===== config.mk =====
export PLATFORM = sky130hd
export DESIGN_NAME = uce_ctrl
export DESIGN_NICKNAME = d
export VERILOG_FILES = /design/src/uce_pkg.sv /design/src/uce_ctrl.sv
export SDC_FILE = /design/constraint.sdc
export NUM_CORES = 1
export LEC_CHECK = 0
export BUFFER_PORTS_ARGS = -buffer_cell sky130_fd_sc_hd__buf_2
export CORE_MARGIN = 2
export CORE_UTILIZATION = 59
export CTS_BUF_LIST = sky130_fd_sc_hd__clkbuf_16
export DETAILED_ROUTE_END_ITERATION = 8
export HOLD_SLACK_MARGIN = 0.05
export PLACE_DENSITY = 0.85
export SLEW_MARGIN = 40
export SYNTH_ARGS = -nofsm -noshare
export SYNTH_HDL_FRONTEND = slang
export SYNTH_SLANG_ARGS = --single-unit

===== constraint.sdc =====
create_clock -name clk -period 10.8 [get_ports clk]
set_input_delay 2.16 -clock clk [delete_from_list [all_inputs] [get_ports clk]]
set_output_delay 2.16 -clock clk [all_outputs]
set_load 0.02 [all_outputs]

===== src/uce_pkg.sv =====
`default_nettype none
package uce_pkg;
  localparam int NUM_EP = 16;
  localparam int EP_IDX_W = 4;
  localparam int ADDR_W = 8;
  localparam int IRQ_W = 3;
  localparam logic [7:0] CFG_OFS = 8'h00;
  localparam logic [7:0] IST_OFS = 8'h04;
  localparam logic [7:0] IMK_OFS = 8'h08;
  localparam logic [7:0] PWR_OFS = 8'h0C;
  localparam logic [1:0] EP_PAGE = 2'h1;
  localparam int CFG_EYE_BIT = 7;
  localparam int CFG_MON_BIT = 6;
  localparam int CFG_SIDL_BIT = 4;
  localparam int CFG_ASUS_BIT = 0;
  localparam int EP_LOWSPEED_DIRECT_EN_BIT = 7;
  localparam int EP_RETRY_BIT = 6;
  localparam int EP_CONDIS_BIT = 4;
  localparam int EP_RX_BIT = 3;
  localparam int EP_TX_BIT = 2;
  localparam int EP_STALL_BIT = 1;
  localparam int EP_HSHK_BIT = 0;
  localparam int PWR_SUSP_BIT = 1;
  localparam int IRQ_STALL_BIT = 0;
  localparam int IRQ_SUSP_BIT = 1;
  localparam int IRQ_SETUP_BIT = 2;
  localparam logic [7:0] CFG_WMASK = 8'hD1;
  localparam logic [7:0] EP_WMASK = 8'hDF;
  localparam logic [7:0] PWR_WMASK = 8'h02;
  localparam logic [7:0] REG_RESET = 8'h00;
  localparam logic [IRQ_W-1:0] IRQ_RESET = 3'h0;

  typedef struct packed {
    logic              psel;
    logic              penable;
    logic              pwrite;
    logic [ADDR_W-1:0] paddr;
    logic [31:0]       pwdata;
  } uce_apb_req_type;

  typedef struct packed {
    logic [31:0] prdata;
    logic        pready;
    logic        pslverr;
  } uce_apb_rsp_type;

  typedef struct packed {
    logic [7:0]              cfg;
    logic [NUM_EP-1:0][7:0]  ep;
    logic [7:0]              pwr;
    logic [IRQ_W-1:0]        ist;
    logic [IRQ_W-1:0]        imk;
    logic                    susp_q;
    logic [31:0]             prdata;
    logic                    slverr;
  } uce_state_type;
endpackage : uce_pkg
`default_nettype wire


===== src/uce_ctrl.sv =====
`default_nettype none
module uce_ctrl (
  input  wire logic                          clk,
  input  wire logic                          reset_n,
  input  wire logic                          clk_en,
  input  wire uce_pkg::uce_apb_req_type      apb_req,
  output uce_pkg::uce_apb_rsp_type           apb_rsp,
  input  wire logic                          host_mode,
  input  wire logic                          idle_mode,
  input  wire logic                          sleep_mode,
  input  wire logic                          xcvr_oe,
  input  wire logic [uce_pkg::NUM_EP-1:0]    stall_event,
  input  wire logic                          setup_token,
  input  wire logic [uce_pkg::EP_IDX_W-1:0]  token_ep,
  output logic                               eye_pattern_test_en,
  output logic                               drive_oe_monitor,
  output logic                               usb_run,
  output logic                               usb_suspended,
  output logic                               usb_clk48_en,
  output logic                               lowspeed_direct_en,
  output logic                               pre_token_required,
  output logic                               nak_retry_en,
  output logic [uce_pkg::NUM_EP-1:0]         ep_receive_en,
  output logic [uce_pkg::NUM_EP-1:0]         ep_transmit_en,
  output logic [uce_pkg::NUM_EP-1:0]         ep_setup_en,
  output logic [uce_pkg::NUM_EP-1:0]         ep_handshake_en,
  output logic                               setup_reject,
  output logic                               irq
);
  import uce_pkg::*;

  logic          rst_meta_r;
  logic          rst_n_r;
  uce_state_type st_r;
  uce_state_type st_nxt;
  logic          wr_en;
  logic          rd_setup;
  logic          ep_hit;
  logic [3:0]    ep_sel;
  logic [7:0]    addr;
  logic [7:0]    wbyte;
  logic [IRQ_W-1:0] irq_set;
  logic          soft_suspend;
  logic          auto_suspend_on_sleep;
  logic          stop_when_idle;

  // Synchronised reset release; assertion stays asynchronous.
  always_ff @(posedge clk or negedge reset_n) begin
    if (!reset_n) begin
      rst_meta_r <= 1'b0;
      rst_n_r    <= 1'b0;
    end else begin
      rst_meta_r <= 1'b1;
      rst_n_r    <= rst_meta_r;
    end
  end

  // Merge a write byte into a register under its writable mask.
  function automatic logic [7:0] merge_wr(
    input logic [7:0] old_val,
    input logic [7:0] new_val,
    input logic [7:0] mask
  );
    merge_wr = (old_val & ~mask) | (new_val & mask);
  endfunction : merge_wr

  // Widen a register byte to a bus word; upper bits read as zero.
  function automatic logic [31:0] to_word(input logic [7:0] val);
    to_word = {24'h000000, val};
  endfunction : to_word

  assign addr     = apb_req.paddr;
  assign wbyte    = apb_req.pwdata[7:0];
  assign ep_hit   = (addr[7:6] == EP_PAGE) && (addr[1:0] == 2'h0);
  assign ep_sel   = addr[5:2];
  assign wr_en    = apb_req.psel && apb_req.penable && apb_req.pwrite;
  assign rd_setup = apb_req.psel && !apb_req.penable;

  assign stop_when_idle        = st_r.cfg[CFG_SIDL_BIT];
  assign auto_suspend_on_sleep = st_r.cfg[CFG_ASUS_BIT];
  assign soft_suspend          = st_r.pwr[PWR_SUSP_BIT];

  // Transceiver and power outputs.
  assign eye_pattern_test_en = st_r.cfg[CFG_EYE_BIT];
  assign drive_oe_monitor = st_r.cfg[CFG_MON_BIT] && xcvr_oe;
  assign usb_suspended = soft_suspend ||
                         (auto_suspend_on_sleep && sleep_mode);
  assign usb_clk48_en = !usb_suspended;
  assign usb_run = !usb_suspended &&
                   !(stop_when_idle && idle_mode);

  // Host-only controls live in endpoint 0.
  assign lowspeed_direct_en = host_mode &&
                              st_r.ep[0][EP_LOWSPEED_DIRECT_EN_BIT];
  assign pre_token_required = host_mode &&
                              !st_r.ep[0][EP_LOWSPEED_DIRECT_EN_BIT];
  assign nak_retry_en = host_mode &&
                        !st_r.ep[0][EP_RETRY_BIT];

  always_comb begin
    for (int i = 0; i < NUM_EP; i++) begin
      ep_receive_en[i]   = st_r.ep[i][EP_RX_BIT];
      ep_transmit_en[i]  = st_r.ep[i][EP_TX_BIT];
      ep_handshake_en[i] = st_r.ep[i][EP_HSHK_BIT];
      // The disable bit only counts for bidirectional endpoints.
      ep_setup_en[i] = st_r.ep[i][EP_RX_BIT] &&
                       !(st_r.ep[i][EP_TX_BIT] &&
                         st_r.ep[i][EP_CONDIS_BIT]);
    end
  end

  assign setup_reject = setup_token && !ep_setup_en[token_ep];

  always_comb begin
    irq_set = IRQ_RESET;
    irq_set[IRQ_STALL_BIT] = |stall_event;
    irq_set[IRQ_SUSP_BIT]  = usb_suspended && !st_r.susp_q;
    irq_set[IRQ_SETUP_BIT] = setup_reject;
  end

  assign irq = |(st_r.ist & st_r.imk);

  assign apb_rsp = '{prdata:  st_r.prdata,
                     pready:  apb_req.psel && apb_req.penable,
                     pslverr: apb_req.psel && apb_req.penable &&
                              st_r.slverr};

  always_comb begin
    st_nxt = st_r;
    st_nxt.susp_q = usb_suspended;
    // Read data is captured in the setup phase so that prdata is a flop.
    if (rd_setup) begin
      st_nxt.prdata = 32'h00000000;
      st_nxt.slverr = 1'b0;
      if (ep_hit) begin
        st_nxt.prdata = to_word(st_r.ep[ep_sel]);
      end else begin
        unique case (addr)
          CFG_OFS: st_nxt.prdata = to_word(st_r.cfg);
          IST_OFS: st_nxt.prdata = {29'h00000000, st_r.ist};
          IMK_OFS: st_nxt.prdata = {29'h00000000, st_r.imk};
          PWR_OFS: st_nxt.prdata = to_word(st_r.pwr);
          default: st_nxt.slverr = 1'b1;
        endcase
      end
    end
    if (wr_en) begin
      if (ep_hit) begin
        st_nxt.ep[ep_sel] = merge_wr(st_r.ep[ep_sel], wbyte,
                                     EP_WMASK);
      end else begin
        unique case (addr)
          CFG_OFS: st_nxt.cfg = merge_wr(st_r.cfg, wbyte,
                                         CFG_WMASK);
          IST_OFS: st_nxt.ist = st_r.ist & ~wbyte[IRQ_W-1:0];
          IMK_OFS: st_nxt.imk = wbyte[IRQ_W-1:0];
          PWR_OFS: st_nxt.pwr = merge_wr(st_r.pwr, wbyte, PWR_WMASK);
          default: st_nxt.ist = st_nxt.ist;
        endcase
      end
    end
    // Hardware events win over a software clear in the same cycle.
    for (int i = 0; i < NUM_EP; i++) begin
      if (stall_event[i]) begin
        st_nxt.ep[i][EP_STALL_BIT] = 1'b1;
      end
    end
    st_nxt.ist = st_nxt.ist | irq_set;
  end

  always_ff @(posedge clk or negedge rst_n_r) begin
    if (!rst_n_r) begin
      st_r.cfg    <= REG_RESET;
      st_r.ep     <= '0;
      st_r.pwr    <= REG_RESET;
      st_r.ist    <= IRQ_RESET;
      st_r.imk    <= IRQ_RESET;
      st_r.susp_q <= 1'b0;
      st_r.prdata <= 32'h00000000;
      st_r.slverr <= 1'b0;
    end else if (clk_en) begin
      st_r <= st_nxt;
    end
  end
endmodule : uce_ctrl
`default_nettype wire


==> metrics <==
Max clock buf depth=2; LEAKAGE=around 4.5 nW; Worst Skew=0.01069 ns; Power per Cell Area=~140 nW/µm²; Ant. Diodes=0; Die H=120.1 µm; cell taking the most area after synthesis=dfrtp_1; estimated wirelength of the detail-placed design=about 13,000 µm; Final min period=around 6 ns; GPL Wtd Cong=around 0.9; Final Hold Vio Count=0; top-area cell type share of the netlist area=0.4751; Seq/Total Area, Yosys=0.4751; EDFF count, synth=0; RSZ-0062 raised after global routing=false; clock-pin slew on the worst setup and hold paths=0.07 ns; antenna violations before repair=1; crit start category=primary input; DRT iter0 DRCs=~530; crit-path cells=buf_2, inv_1, a2111o_1, o211ai_1, and4b_1, nor3b_1, buf_2; post-synthesis area per instance=12.83 µm²; Std-Cell Core Area=about 13,000 µm²; largest net degree at the start of global routing=86; die width=120.1 µm; hold_buf cts=0; # IOs=roughly 180; Unique masters post-synth=55; critical path's most frequent cell=buf_2; global-route wire length before repair=29,790 µm; Site Rows=42; grt ovf=0; Die ar.=around 14,000 µm²; Worst IR Drop VDD=~0.096 mV; Yosys warnings=0; Post-Syn Area=about 8000 µm²; Critical Path RT=8.64 ns; # setup viols final=0; CTS Sinks=151; Critical path buffers and inverters=3; area added between synthesis and finish=9.816%; Period Utilization, post-route=0.5471; slew margin rel.=0.5005; First-pass DRT Iterations=6; Critical Path AT=roughly 3.8 ns; Least-Margin Pin Slew=0.7466 ns; clk_lat worst skew=around 0.42 ns; total of max-cap violations=0; initial core utilization=0.6030; Crit-path slowest cell=a2111o_1; slowest stage delay, CP=around 0.4 ns; CP Capture Type=output pin; H-tree levels=4; Pwr Total=1.248 mW; Crit Path Class=in -> out; critical path peak fanout=7; Max Slew Vio Count=0; Max Fclk=approximately 170 MHz; CTS tree=yes; post-detailed-route count of antenna-violating nets=0; most frequent cells in the layout=dfrtp_1 (150), buf_2 (129), mux2_2 (105); Post CTS Setup Buffer Count=0; largest cells by area after synthesis=dfrtp_1 (48%), mux2_2 (15%), buf_4 (7.9%), mux4_2 (7.4%), mux4_1 (3.6%); WL/cell=roughly 22 µm; #FFs+latches synth=151; top_reg_cell synth=dfrtp_1; via count=between 5,000 and 6,000; hold crit path type=reg -> async; Synth async-reset ratio=1.000; CTS Buf Count=17; drt via density=between 6 and 7; setup tns final=0 ns; post-layout util=0.6622; vias in the first global route=5,332; quantity of gates resized following cts=0; drc violations=0; most common cell after layout, fill and taps aside=dfrtp_1; NumNets Final=approximately 740; status=complete, no violations; GRT Total Usage=0.2741; share of layout cells above drive strength 1=0.4649; root buf cell=clkbuf_16; Worst path top cell family by delay=simple AND/OR/NAND/NOR gates; count of input and output buffers=approximately 130; Post-Syn Instances=620; total length of routed wires=~19,000 µm
through the flow:
step                      std cells  hold slack [ns]  area [µm²]  worst slack, ns
final                           860           0.2671        8735            4.891
after global routing            860           0.3121        8735            4.816
after CTS                       859           0.3594        8702            4.910
after detailed placement        827           0.3396        8117            4.913
after global placement          827           0.3394        8113            4.984
after floorplan                 643           0.3312        8040            5.233
synth_stat cells (6+ instances only):
cell type,count
dfrtp_1,151
mux2_2,105
buf_4,84
nand2_1,38
clkbuf_1,26
mux4_2,26
inv_1,19
a21boi_0,16
o221ai_1,13
nand3_1,12
mux4_1,11
nor2_1,11
nor2_2,11
nor2b_1,8
buf_2,6
worst register-to-register path, delay by kind of cell, from the launching register on:
kind	cells	cell delay [ns]
flip-flops	1	0.41
AO/OA/AOI/OAI	1	0.32
multiplexers	2	1.06
per-layer routing:
metal	wire, µm	up-vias	track usage
met5	0	-	0
met4	392	0	0.08676
met3	1998	35	0.08127
met2	9186	368	0.4283
met1	7443	2690	0.3726
li1	-	2252	-
power by group:
group | switching, mW | leakage (nW) | internal (mW)
logic | 0.0596 | 2.16 | 0.0270
clock network | 0.255 | 0.288 | 0.328
registers | 0.00659 | 2.00 | 0.572
sequential cells by signal (all words and copies together) (netlist names):
register	flops
ep_receive_en	16
apb_rsp	8
auto_suspend_on_sleep	1
rst_n_r	1
soft_suspend	1
ep_transmit_en	16
st_r	90
ep_handshake_en	16
eye_pattern_test_en	1
rst_meta_r	1
worst paths after layout:
path                                   startpoint                 to  slack [ns]  cells past startpoint
worst max register to register  ep_transmit_en[9]         apb_rsp[4]        8.90                      3
min in group clk                       rst_meta_r            rst_n_r        0.35                      0
worst max-delay path                  token_ep[0]       setup_reject        4.89                      7
worst min register to register            rst_n_r  ep_receive_en[14]        0.27                      0
max in group asynchronous                 reset_n            rst_n_r        9.18                      1
worst min-delay path                      rst_n_r  ep_receive_en[14]        0.27                      0
final cells by class:
class,instances,area [µm²]
tap,176,220.2
timing repair buffer,133,698.2
clock inverter,15,160.2
fill,948,4456
clock buffer,17,425.4
inverter,19,71.32
multi-input combinational,349,3377
sequential,151,3782
logic make-up after synthesis:
logic type,Yosys count,synth area share
other,2,0.0009442
and+or+nand+nor,117,0.08463
AOI/OAI and AO/OA,60,0.06057
muxes,147,0.2668
DFF,151,0.4751
buffers and inverters,143,0.1120
(Power assumes the default switching activity.)
